## config.mk

```make
export PLATFORM = sky130hd
export DESIGN_NAME = dcr_regs
export DESIGN_NICKNAME = d
export VERILOG_FILES = /design/src/dcr_pkg.sv /design/src/dcr_clr_if.sv /design/src/dcr_clear_unit.sv /design/src/dcr_regs.sv
export SDC_FILE = /design/constraint.sdc
export NUM_CORES = 1
export LEC_CHECK = 0
export ABC_AREA = 1
export BUFFER_PORTS_ARGS = -buffer_cell sky130_fd_sc_hd__buf_2
export CAP_MARGIN = 20
export CORE_ASPECT_RATIO = 0.75
export CORE_MARGIN = 2
export CORE_UTILIZATION = 35
export CTS_CLUSTER_DIAMETER = 30
export DETAILED_ROUTE_END_ITERATION = 7
export PLACE_DENSITY = 0.56
export RECOVER_POWER = 50
export SYNTH_ARGS = -nofsm -noshare
export SYNTH_HDL_FRONTEND = slang
export SYNTH_HIERARCHICAL = 1
export SYNTH_SLANG_ARGS = --single-unit
```

## constraint.sdc

```tcl
create_clock -name sys_clk_i -period 4.1 [get_ports sys_clk_i]
set_clock_uncertainty 0.2 [all_clocks]
set_input_delay 0.41 -clock sys_clk_i [delete_from_list [all_inputs] [get_ports sys_clk_i]]
set_output_delay 0.41 -clock sys_clk_i [all_outputs]
set_load 0.02 [all_outputs]
```

## src/dcr_pkg.sv

```systemverilog
// Constants shared by the clear and reset-flag register slice
`default_nettype none
package dcr_pkg;
  localparam int          DCR_NCHAN      = 16;
  localparam int          DCR_CODE_W     = 12;
  localparam int          DCR_REG_W      = 16;
  localparam int          DCR_ADDR_W     = 8;
  localparam int          DCR_NFLAGS     = 4;
  // Register offsets
  localparam logic [7:0]  DCR_OFS_PIN_MASK = 8'h0D;
  localparam logic [7:0]  DCR_OFS_BCAST    = 8'h0E;
  localparam logic [7:0]  DCR_OFS_FLAGS    = 8'h0F;
  localparam logic [7:0]  DCR_OFS_CH0      = 8'h10;
  // Field positions
  localparam int          DCR_CODE_LSB   = 4;
  localparam int          DCR_CODE_MSB   = 15;
  localparam int          DCR_FLAG_BASE  = 0;
  localparam int          DCR_FLAG_IO    = 1;
  localparam int          DCR_FLAG_PIN   = 2;
  localparam int          DCR_FLAG_COLL  = 3;
  localparam int          DCR_SYNC_CLR   = 4;
  // Reset values and the unmapped read value
  localparam logic [15:0] DCR_RST_PIN_MASK = 16'h0000;
  localparam logic [15:0] DCR_RST_FLAGS    = 16'h000F;
  localparam logic [11:0] DCR_RST_CODE     = 12'h000;
  localparam logic [15:0] DCR_RD_ZERO      = 16'h0000;
endpackage : dcr_pkg
`default_nettype wire

```

## src/dcr_clr_if.sv

```systemverilog
// Carrier between the register slice and the channel clear unit
`default_nettype none
interface dcr_clr_if;
  import dcr_pkg::*;
  logic [DCR_NCHAN-1:0]  pin_ignore;
  logic [DCR_NCHAN-1:0]  bcast_accept;
  logic [DCR_NCHAN-1:0]  soft_force;
  logic                  pin_clear;
  logic                  bcast_wr;
  logic [DCR_CODE_W-1:0] bcast_code;
  logic [DCR_NCHAN-1:0]  clear_state;
  logic [DCR_CODE_W-1:0] ch0_clear_code;
  modport ctrl (output pin_ignore, bcast_accept, soft_force, pin_clear,
                bcast_wr, bcast_code, input clear_state, ch0_clear_code);
  modport chan (input pin_ignore, bcast_accept, soft_force, pin_clear,
                bcast_wr, bcast_code, output clear_state, ch0_clear_code);
endinterface : dcr_clr_if
`default_nettype wire

```

## src/dcr_clear_unit.sv

```systemverilog
// Per-channel clear codes and clear state for all sixteen channels
`default_nettype none
module dcr_clear_unit
  import dcr_pkg::*;
(
  input  wire logic sys_clk_i,
  input  wire logic reset_i,
  dcr_clr_if.chan   cif
);

  typedef struct packed {
    logic [DCR_NCHAN-1:0][DCR_CODE_W-1:0] code;
    logic [DCR_NCHAN-1:0]                 clr;
  } dcr_unit_st_t;

  dcr_unit_st_t st_r;
  dcr_unit_st_t st_nxt;

  //////////////////////////////////////////////////////////////////////////
  always_comb
  begin
    st_nxt = st_r;
    for (int n = 0; n < DCR_NCHAN; n++)
    begin
      // Refused channels keep their code untouched
      if (cif.bcast_wr && cif.bcast_accept[n])
      begin
        st_nxt.code[n] = cif.bcast_code;
      end
      // Pin only acts where the mask bit is zero
      st_nxt.clr[n] = cif.soft_force[n] |
                      (cif.pin_clear & ~cif.pin_ignore[n]);
    end
  end

  always_ff @(posedge sys_clk_i or posedge reset_i)
  begin
    if (reset_i)
    begin
      st_r <= '0;
    end
    else
    begin
      st_r <= st_nxt;
    end
  end

  assign cif.clear_state    = st_r.clr;
  assign cif.ch0_clear_code = st_r.code[0];
endmodule : dcr_clear_unit
`default_nettype wire

```

## src/dcr_regs.sv

```systemverilog
// Clear mask, broadcast clear code, reset-cause flags and channel 0 code
`default_nettype none
module dcr_regs
  import dcr_pkg::*;
(
  input  wire logic                  sys_clk_i,
  input  wire logic                  reset_i,
  input  wire logic                  reg_wr_i,
  input  wire logic                  reg_rd_i,
  input  wire logic [DCR_ADDR_W-1:0] reg_addr_i,
  input  wire logic [DCR_REG_W-1:0]  reg_wdata_i,
  output logic      [DCR_REG_W-1:0]  reg_rdata_o,
  output logic                       reg_rvalid_o,
  input  wire logic                  multi_function_pin_i,
  input  wire logic                  analog_supply_collapse_i,
  input  wire logic                  reset_pin_event_i,
  input  wire logic                  io_supply_drop_i,
  input  wire logic                  base_power_on_i,
  input  wire logic [DCR_NCHAN-1:0]  chan_broadcast_accept_i,
  input  wire logic [DCR_NCHAN-1:0]  chan_soft_clear_force_i,
  output logic      [DCR_NCHAN-1:0]  chan_clear_state_o,
  output logic      [DCR_CODE_W-1:0] chan0_drive_code_o
);

  localparam int NSYNC = DCR_NFLAGS + 1;

  typedef struct packed {
    logic [NSYNC-1:0]      sync1;
    logic [NSYNC-1:0]      sync2;
    logic [NSYNC-1:0]      prev;
    logic [DCR_REG_W-1:0]  pin_mask;
    logic [DCR_CODE_W-1:0] bcast_code;
    logic [DCR_NFLAGS-1:0] flags;
    logic [DCR_CODE_W-1:0] ch0_code;
    logic [DCR_REG_W-1:0]  rdata;
    logic                  rvalid;
    logic [DCR_CODE_W-1:0] drive;
  } dcr_st_t;

  dcr_st_t               st_r;
  dcr_st_t               st_nxt;
  logic [NSYNC-1:0]      async_in;
  logic [DCR_NFLAGS-1:0] ev_rise;
  logic                  wr_mask;
  logic                  wr_bcast;
  logic                  wr_flags;
  logic                  wr_ch0;

  dcr_clr_if cif ();

  //////////////////////////////////////////////////////////////////////////
  // Detector and pin levels arrive unsynchronised
  always_comb
  begin
    async_in                = '0;
    async_in[DCR_FLAG_BASE] = base_power_on_i;
    async_in[DCR_FLAG_IO]   = io_supply_drop_i;
    async_in[DCR_FLAG_PIN]  = reset_pin_event_i;
    async_in[DCR_FLAG_COLL] = analog_supply_collapse_i;
    async_in[DCR_SYNC_CLR]  = multi_function_pin_i;
  end

  // Edge taken between second stage and its delayed copy only
  assign ev_rise = st_r.sync2[DCR_NFLAGS-1:0] & ~st_r.prev[DCR_NFLAGS-1:0];

  always_comb
  begin
    wr_mask  = 1'b0;
    wr_bcast = 1'b0;
    wr_flags = 1'b0;
    wr_ch0   = 1'b0;
    if (reg_wr_i && reg_addr_i == DCR_OFS_PIN_MASK)
    begin
      wr_mask = 1'b1;
    end
    else if (reg_wr_i && reg_addr_i == DCR_OFS_BCAST)
    begin
      wr_bcast = 1'b1;
    end
    else if (reg_wr_i && reg_addr_i == DCR_OFS_FLAGS)
    begin
      wr_flags = 1'b1;
    end
    else if (reg_wr_i && reg_addr_i == DCR_OFS_CH0)
    begin
      wr_ch0 = 1'b1;
    end
  end

  //////////////////////////////////////////////////////////////////////////
  always_comb
  begin
    st_nxt       = st_r;
    st_nxt.sync1 = async_in;
    st_nxt.sync2 = st_r.sync1;
    st_nxt.prev  = st_r.sync2;
    if (wr_mask)
    begin
      st_nxt.pin_mask = reg_wdata_i;
    end
    if (wr_bcast)
    begin
      st_nxt.bcast_code = reg_wdata_i[DCR_CODE_MSB:DCR_CODE_LSB];
    end
    if (wr_ch0)
    begin
      st_nxt.ch0_code = reg_wdata_i[DCR_CODE_MSB:DCR_CODE_LSB];
    end
    // Set wins over a same-cycle write so no event is lost
    if (wr_flags)
    begin
      st_nxt.flags = reg_wdata_i[DCR_NFLAGS-1:0] | ev_rise;
    end
    else
    begin
      st_nxt.flags = st_r.flags | ev_rise;
    end
    // Read answer one cycle after the strobe; unmapped reads return zero
    st_nxt.rvalid = reg_rd_i;
    if (reg_rd_i)
    begin
      if (reg_addr_i == DCR_OFS_PIN_MASK)
      begin
        st_nxt.rdata = st_r.pin_mask;
      end
      else if (reg_addr_i == DCR_OFS_BCAST)
      begin
        st_nxt.rdata = {st_r.bcast_code, 4'h0};
      end
      else if (reg_addr_i == DCR_OFS_FLAGS)
      begin
        st_nxt.rdata = {12'h000, st_r.flags};
      end
      else if (reg_addr_i == DCR_OFS_CH0)
      begin
        st_nxt.rdata = {st_r.ch0_code, 4'h0};
      end
      else
      begin
        st_nxt.rdata = DCR_RD_ZERO;
      end
    end
    // Clear code wins while the channel sits in clear
    st_nxt.drive = cif.clear_state[0] ? cif.ch0_clear_code
                                      : st_r.ch0_code;
  end

  always_ff @(posedge sys_clk_i or posedge reset_i)
  begin
    if (reset_i)
    begin
      st_r            <= '0;
      st_r.pin_mask   <= DCR_RST_PIN_MASK;
      st_r.bcast_code <= DCR_RST_CODE;
      st_r.flags      <= DCR_RST_FLAGS[DCR_NFLAGS-1:0];
      st_r.ch0_code   <= DCR_RST_CODE;
      st_r.drive      <= DCR_RST_CODE;
    end
    else
    begin
      st_r <= st_nxt;
    end
  end

  //////////////////////////////////////////////////////////////////////////
  assign cif.pin_ignore   = st_r.pin_mask;
  assign cif.bcast_accept = chan_broadcast_accept_i;
  assign cif.soft_force   = chan_soft_clear_force_i;
  assign cif.pin_clear    = st_r.sync2[DCR_SYNC_CLR];
  assign cif.bcast_wr     = wr_bcast;
  assign cif.bcast_code   = reg_wdata_i[DCR_CODE_MSB:DCR_CODE_LSB];

  dcr_clear_unit u_clear (
    .sys_clk_i (sys_clk_i),
    .reset_i   (reset_i),
    .cif       (cif)
  );

  assign reg_rdata_o        = st_r.rdata;
  assign reg_rvalid_o       = st_r.rvalid;
  assign chan_clear_state_o = cif.clear_state;
  assign chan0_drive_code_o = st_r.drive;
endmodule : dcr_regs
`default_nettype wire

```

# Yosys cells after proc, flatten, opt, wreduce, memory -nomap -nowiden
# Index checks and enable logic that the tools add are counted.
# totals
word_cells	89
ramBits	0
romBits	0
regBits	115
latchBits	0
memories	0
# classes
magnitude_cmp	0
eq_ne	4
div_mod_pow	0
n_shift	0
n_reduce_logical	5
n_bitwise	52
n_mux	16
addsub	0
multipliers	0
# op_table
op	n
two-way mux 16 bit	4
equality test 8 x 4 -> 1 bit, second input constant	3
AND 1 bit	16
NOT 1 bit	16
OR 1 bit	16
two-way mux 12 bit	1
two-way mux 1 bit	10
equality test 8 x 5 -> 1 bit, second input constant	1
OR 4 bit	2
logical AND 1 bit	5
AND 4 bit	1
two-way mux 4 bit	1
NOT 4 bit	1

# Longest topological paths before layout
# Gate-level depths: netlist of the first run.
# depth
word_depth	6
mapped_depth	9
ltp_nobuf	8

# Hierarchy
# Netlist of the first run, hierarchy kept.
# modules_own_cells
module	area_each_um2	cells_per_inst	seq_area_each_um2	instances
dcr_regs	4006.3	432	2182.1	1
dcr_clear_unit	1018.5	87	700.7	1

# Worst setup path after synthesis of the first run
# No wires, ideal clock.
# synth_timing
path_kind	input port to flip-flop
from	in reg_addr_i[7]
to	reg u_clear.st_r, in the netlist u_clear/cif.ch0_clear_code[1]
n_path_buf	1
stages	9
setup_slack_ns	2.406
arrival_ns	1.377
path_cell_list	inv_1 > nand2_2 > nor2_8 > and2_4 > and3b_1 > nand2_2 > buf_6 > nand2_1 > nand2_1
# synth_via
elab_chain_cells	5
word_cells_on_any_way	7
# synth_lines
element	line_no	text
start, declared	dcr_regs.sv:10	input wire logic [DCR_ADDR_W-1:0] reg_addr_i,
equality test 8 x 4 -> 1 bit	dcr_regs.sv:76	else if (reg_wr_i && reg_addr_i == DCR_OFS_BCAST)
logical AND 1 bit	dcr_regs.sv:76	
two-way mux 1 bit	dcr_regs.sv:76	
two-way mux 1 bit (*)	dcr_regs.sv:72	if (reg_wr_i && reg_addr_i == DCR_OFS_PIN_MASK)
named net cif.bcast_wr	dcr_clr_if.sv:9	logic bcast_wr;
logical AND 1 bit (*)	dcr_clear_unit.sv:26	if (cif.bcast_wr && cif.bcast_accept[n])
end signal, assigned	dcr_clear_unit.sv:44	st_r <= st_nxt;
end, declared	dcr_clear_unit.sv:16	dcr_unit_st_t st_r;
# The timed path passes the listed nets; every way through them passes the cells marked *.
# A chain may end at the register's enable or synchronous reset.

==> results by group, run 1 <==
Power
  – Max rail drop VDD: 292 µV
  – Leakage power total: 3.19 nW
  – Total chip power: 0.00287 W
  – Power per Cell Area: 470 nW/µm²

Clock network
  – Later-pin clock latency in the skew report: 410 ps
  – TritonCTS Buffers: 17
  – Root buffer cell: clkbuf_16
  – Buffer count from post-CTS setup fixing: 0
  – # H-tree levels: 4
  – Clock-pin transition on the worst setup and hold timing paths: 50 ps
  – Total of hold buffers inserted after clock tree synthesis: 17
  – Clock tree from TritonCTS: built
  – CTS sink cnt: 115
  – Gates resized, CTS repair: 0
  – CTS Buffer Depth: 2

Placed design
  – Half-perimeter wire length after detailed placement: 8190 µm
  – Port buffer count: 94
  – RD Place Congestion: 0.811
  – Cell total after placement: 741
  – Worst Setup Slack post-DPL: 1600 ps

Floorplanning
  – Vertical die dimension: 108 µm
  – Rows: 37
  – Chip width: 142 µm
  – Core Region: 13900 µm²
  – Total die area: 15300 µm²
  – Top Ports: 110
  – Effective utilization at floorplan: 36.2%

Synth
  – Fraction of the yosys area taken by sequential cells: 57.4%
  – Synthesized instance count: 519
  – Synthesized net count: 584
  – Warning count from the yosys run: 6
  – Synth Area per Inst: 9.68 µm²
  – Area share of the largest cell type after synthesis: 55.3%
  – Leading cell types by total area after synthesis: dfrtp_1 (55%), nand2_1 (11%), nand3_1 (6.8%)
  – Library cells used by synthesis: 27
  – Cell taking the most area after synthesis: dfrtp_1
  – Register bit count reported by yosys: 115
  – Netlist area before placement: 5020 µm²

Route
  – DRT iter0 DRCs: 299
  – DRC: 0
  – Via/cell ratio: 4.62
  – Pre-Repair DR Iteration Count: 5
  – Total via count in the routed design: 3643
  – DRT antenna net count: 0
  – WL final: 11800 µm
  – Average wire per cell in the routed design: 14.9 µm

Timing
  – Ratio of final minimum period to clock period: 60.4%
  – Final Hold Fails: 0
  – Clock period minus final worst setup slack: 2480 ps
  – Setup repair after global routing missed its margin: no
  – Relative max-transition margin: -11.0%
  – Setup WS post-layout: 1620 ps
  – Slew at the pin closest to its max-slew limit: 1670 ps
  – # setup viols final: 0
  – Setup Total Neg Slack: 0 ps
  – Pins Over Slew Limit: 66
  – Max Freq: 404 MHz

Setup path
  – CP Capture Type: asynchronous set/reset pin
  – CP max-delay cell: clkinvlp_2
  – Crit-path max cell delay: 950 ps
  – Cell-by-cell trace of the critical path: dlygate4sd3_1, clkbuf_1, clkinvlp_2, buf_4
  – Nature of the critical path startpoint: primary input
  – Arrival @ worst endpoint: 2750 ps
  – Critical path class: in -> async
  – Worst path bufs/invs: 4
  – Data required time of the worst path: 4370 ps
  – Maximum fanout encountered on the critical timing path: 52
  – CP top delay family: buffers and inverters

Flow run
  – Max-cap check violation count: 2

GRT
  – Vias in the first global route: 3810
  – Maximum number of pins on one net before global-route repair: 53
  – Global-route congestion overflow total: 0
  – Aggregate global-route resource usage: 17.0%
  – Number of antenna violations at the first check in global routing: 0
  – First-pass GRT wire length: 19400 µm

Outcome
  – Run status: finished with violations
  – Failing checks: max-capacitance violations, max-slew violations

Cells and area
  – Fraction of layout cells with a size suffix above 1: 23.6%
  – Filler Cell Count: 1379
  – Final antenna diode count: 0
  – Cell Count, Final, Fillers Out: 789
  – Area added between synthesis and finish: 21.6%
  – Final #Nets: 667
  – Final core occ: 44.0%

Hold path
  – Class of the worst hold path: in -> reg
Yosys cell counts:
master	instances
nand2_1	142
dfrtp_1	111
nand3_1	68
inv_1	52
buf_4	33
o21ai_2	20
o21bai_1	16
mux2_2	12
o21ai_1	11
buf_2	10
o21ai_0	9
buf_6	5
dfstp_2	4
o211ai_1	4
nand2_2	3
nand3_2	3
nor2_1	3
clkbuf_1	2
inv_2	2
nor2_2	2
and2_1	1
and2_4	1
and3b_1	1
clkbuf_2	1
nand2_4	1
nor2_4	1
nor2_8	1
worst paths after layout:
kind | slack [ps] | endpoint | startpoint | cells past startpoint
max reg2reg | 2660 | chan0_drive_code_o[2] | u_clear/cif.clear_state[0] | 1
max | 1620 | reg_rdata_o[6] | reset_i | 4
min in group asynchronous | 740 | chan0_drive_code_o[0] | reset_i | 3
min reg2reg | 150 | cif.pin_clear | st_nxt[82] | 0
min | 20 | u_clear/cif.clear_state[4] | chan_soft_clear_force_i[4] | 2
max in group sys_clk_i | 2020 | cif.pin_ignore[3] | reg_addr_i[5] | 7
cells by family after synthesis:
family | Yosys count | share of synthesized area, %
AND/OR/NAND/NOR | 227 | 20.1
flip-flops | 115 | 57.4
buffers and inverters | 105 | 11.3
AO/OA/AOI/OAI | 60 | 8.47
multiplexers | 12 | 2.69
sequential cells by signal, indices dropped and copies added, names as in the netlist:
name,flops
u_clear/cif.ch0_clear_code,12
cif.pin_clear,1
cif.pin_ignore,16
st_nxt,9
reg_rvalid_o,1
chan0_drive_code_o,12
reg_rdata_o,16
st_r,32
u_clear/cif.clear_state,16
cell usage in the layout (no fill, tap or decap):
master and count:
clkbuf_16 17, and2_4 1, clkbuf_8 4, nor2_8 1
dfrtp_1 111, mux2_2 12, clkbuf_1 35, nor2_4 1
bufinv_16 3, dlygate4sd3_1 17, o21ai_1 11, nand2_1 142
dfstp_2 4, clkinvlp_2 1, clkinv_2 2, o21ai_2 20
and3b_1 1, nor2_1 3, o211ai_1 4, buf_2 65
buf_4 3, nand2_4 1, nand2_2 3, inv_2 2
and2_1 1, nor2_2 2, o21ai_0 9, inv_1 51
o21bai_1 16, nand3_1 68, nand3_2 3
per-stage QoR:
stage / hold slack, ps / cell area (µm²)
after floorplan: 131 / 5020
after global placement: 133 / 5380
after detailed placement: 135 / 5380
after CTS: 14.9 / 6150
after global routing: 9.37 / 6110
final: 18.2 / 6110
power breakdown:
| part | total, W | internal, W | switching [W] |
|---|---|---|---|
| clock network | 0.00149 | 0.00101 | 0.000477 |
| logic | 0.000176 | 0.0000642 | 0.000112 |
| registers | 0.00121 | 0.00118 | 0.0000262 |
| total | 0.00287 | 0.00226 | 0.000615 |
layout make-up:
cell class / instances / area [µm²] / area share, %
Clock buffer: 26 / 499 / 8.17
Inverter: 54 / 204 / 3.34
Sequential cell: 115 / 2880 / 47.2
Clock inverter: 5 / 100 / 1.64
Tap cell: 175 / 219 / 3.58
Timing Repair Buffer: 115 / 631 / 10.3
Multi-Input combinational cell: 299 / 1570 / 25.7
per-layer routing:
metal	wire, µm	share of wire, %	track usage [%]	vias to the layer above
met5	0	0	0	-
met1	5600	48	22.8	1726
met3	830	7.0	5.78	8
met2	5230	44	26.1	108
met4	120	1.0	4.95	0
li1	-	-	-	1801
Note: power is estimated with default switching activity, not from simulation.
==> run 2: changes to the inputs <==
Settings changed: ABC_AREA 1 to 0.
Clock period 4.1 ns to 2.5 ns, I/O delays scaled along.
==> run 2 against run 1 <==
Net effect:
- the run now ends clean
- synthesized area down 5.2%
- design area grew 1.2%
- sequential share of layout area fell by 0.58 points
- wire length decreased by 6.4%
- cell count down 17%
- global-route usage down 0.79 points
- setup slack got worse by 1000 ps
- highest routed layer unchanged
- clock power up 57%
- sequential power is 64% higher
- via count shrank 16%
- worst hold slack gained 130 ps
- largest cell class unchanged
==> results by group, run 2 <==
GRT
  – Vias in the first global route: 3289
  – Number of antenna violations at the first check in global routing: 0
  – Aggregate global-route resource usage: 16.2%
  – Maximum number of pins on one net before global-route repair: 88
  – Global-route congestion overflow total: 0
  – First-pass GRT wire length: 18000 µm

Hold path
  – Class of the worst hold path: reg -> reg
  – Hold path depth: 0
  – Endpoint, Worst Hold: st_nxt[74]
  – Startpoint of the worst hold path: st_nxt[79]

Clock network
  – Root buffer cell: clkbuf_16
  – Clock tree from TritonCTS: built
  – # H-tree levels: 4
  – CTS Buffer Depth: 2
  – TritonCTS Buffers: 17
  – Gates resized, CTS repair: 0
  – Later-pin clock latency in the skew report: 400 ps
  – CTS sink cnt: 115
  – Clock-pin transition on the worst setup and hold timing paths: 50 ps

Synth
  – Async set or reset register ratio after synthesis: 100%
  – Synth Area per Inst: 13.5 µm²
  – Commonest cells post-synth: dfrtp_1 (111), mux2_2 (53), buf_4 (30)
  – Fraction of the yosys area taken by sequential cells: 60.5%
  – Area share of the largest cell type after synthesis: 58.3%
  – Library cells used by synthesis: 36
  – Synthesized net count: 417
  – Netlist area before placement: 4760 µm²
  – Cell taking the most area after synthesis: dfrtp_1
  – Synthesized instance count: 352
  – Cell with the most instances after synthesis: dfrtp_1
  – Warning count from the yosys run: 6
  – Register bit count reported by yosys: 115
  – Leading cell types by total area after synthesis: dfrtp_1 (58%), mux2_2 (13%), buf_4 (4.7%)
  – Post-synth EDFFs: 0
  – Synth Flop Type: dfrtp_1

Power
  – Power per Cell Area: 755 nW/µm²
  – Leakage power total: 3.04 nW
  – Fraction of power consumed by sequential logic: 42.6%
  – Max rail drop VDD: 424 µV
  – Sw Share: 23.1%
  – Switching Power: 0.00108 W
  – Relative contribution of the clock network to total power: 50.2%
  – Logic pwr share: 7.2%
  – Internal Pwr Total: 0.00359 W

Timing
  – Slew at the pin closest to its max-slew limit: 1230 ps
  – Pins Over Slew Limit: 0
  – Clock period minus final worst setup slack: 1920 ps
  – Setup Total Neg Slack: 0 ps
  – Max Freq: 522 MHz
  – Relative max-transition margin: 18.0%
  – # setup viols final: 0
  – Setup repair after global routing missed its margin: no
  – Ratio of final minimum period to clock period: 76.7%
  – Final Hold Fails: 0

Setup path
  – Crit. Startpoint: u_clear/cif.clear_state[0]
  – Data required time of the worst path: 2050 ps
  – Arrival @ worst endpoint: 1470 ps
  – Nature of the critical path startpoint: flip-flop
  – Crit-path max cell delay: 780 ps
  – Worst R2R Start: u_clear/cif.clear_state[0]
  – CP Capture Type: primary output
  – Reg-to-reg critical path endpoint: chan0_drive_code_o[6]
  – CP max-delay cell: dfrtp_1
  – Cell-by-cell trace of the critical path: buf_2
  – Reg-to-reg setup timing slack: 980 ps
  – CP top delay family: flip-flops
  – Worst path bufs/invs: 1
  – Critical path class: reg -> out
  – Maximum fanout encountered on the critical timing path: 13
  – Depth of the most critical reg-to-reg path: 1

Floorplanning
  – Rows: 36
  – Effective utilization at floorplan: 36.2%
  – Total die area: 14600 µm²
  – Core Region: 13200 µm²
  – Top Ports: 110
  – Vertical die dimension: 105 µm
  – Chip width: 139 µm

Cells and area
  – Commonest cells after routing, fill and taps aside: dfrtp_1 (111), buf_2 (92), mux2_2 (53)
  – Leading cell type in the layout, fill and taps excluded: dfrtp_1
  – Flip-flop count of the largest register after layout: 32
  – Final antenna diode count: 0
  – Post-route design area: 6180 µm²
  – Final #Nets: 535
  – Area added between synthesis and finish: 29.8%
  – Fraction of layout cells with a size suffix above 1: 43.5%
  – Register ranked first by flip-flop count: st_r

Placed design
  – Cell area reported after detailed placement: 5240 µm²
  – Port buffer count: 94
  – RD Place Congestion: 0.759
  – Half-perimeter wire length after detailed placement: 7030 µm

Outcome
  – Run status: complete, no violations

Route
  – Average wire per cell in the routed design: 16.9 µm
  – DRT iter0 DRCs: 208
  – DRC: 0
  – Pre-Repair DR Iteration Count: 4
  – Total via count in the routed design: 3042
  – Via/cell ratio: 4.65
  – DRT antenna net count: 0
  – WL final: 11000 µm

Flow run
  – Max-cap check violation count: 0
[run 2: cell types whose count changed after synthesis, sizes merged, moves of 25 or more]
cell	change
nand2	-135
o21ai	-36
inv	-25
nand3	-67
mux2	+52
[run 2: layer usage]
metal  global-route usage [%]  share of wire [%]
met3                     5.82                5.0
met1                     22.9                 50
met4                     4.62               0.79
met2                     23.4                 44
met5                        0                  0
[run 2: power groups by stage]
stage | Combinational (W) | Clock, W | Sequential [W]
after floorplan | 0.000180 | 0 | 0.00202
after global placement | 0.000293 | 0 | 0.00202
after detailed placement | 0.000298 | 0 | 0.00202
after CTS | 0.000346 | 0.00240 | 0.00199
after global routing | 0.000370 | 0.00249 | 0.00200
final | 0.000336 | 0.00234 | 0.00199
[run 2: stage by stage]
stage / setup WS, ps / power [W] / utilization, % / hold WS, ps / instances
3_5_place_dp: 302 / 0.00232 / 39.9 / 135 / 584
5_1_grt: 396 / 0.00486 / 47.0 / 153 / 654
3_3_place_gp: 325 / 0.00231 / 39.9 / 132 / 584
2_1_floorplan: 701 / 0.00220 / - / 81.4 / 352
4_1_cts: 523 / 0.00474 / 47.2 / 61.2 / 654
6_report: 583 / 0.00467 / 47.0 / 146 / 654
[run 2: kinds of logic after synthesis]
logic type	after synthesis	share of synthesized area (%)
flops	115	60.5
mux	68	16.8
simple gates	39	4.75
compound gates	60	9.77
buf+inv	70	8.20
[run 2: final cells by class]
cell class / count / area, µm²
clock inverters: 12 / 133
clock buffers: 20 / 447
repair buffers: 140 / 906
flip-flops and latches: 115 / 2880
multi-input cells: 167 / 1490
well taps: 171 / 214
fillers: 1211 / 6970
inverters: 29 / 113
[run 2: how the worst max path moves through the flow]
stage | end | cells after the start
2_1_floorplan | u_clear/cif.ch0_clear_code[0] | 7
3_3_place_gp | cif.pin_ignore[8] | 5
3_5_place_dp | cif.pin_ignore[8] | 5
4_1_cts | chan_clear_state_o[0] | 1
5_1_grt | chan0_drive_code_o[10] | 4
6_report | chan_clear_state_o[0] | 1
[run 2: what timing repair did]
item                       CTS  global route
setup endpoints to repair    0             0
hold buffers                38             0
hold endpoints to repair   188             0
setup buffers                0             0
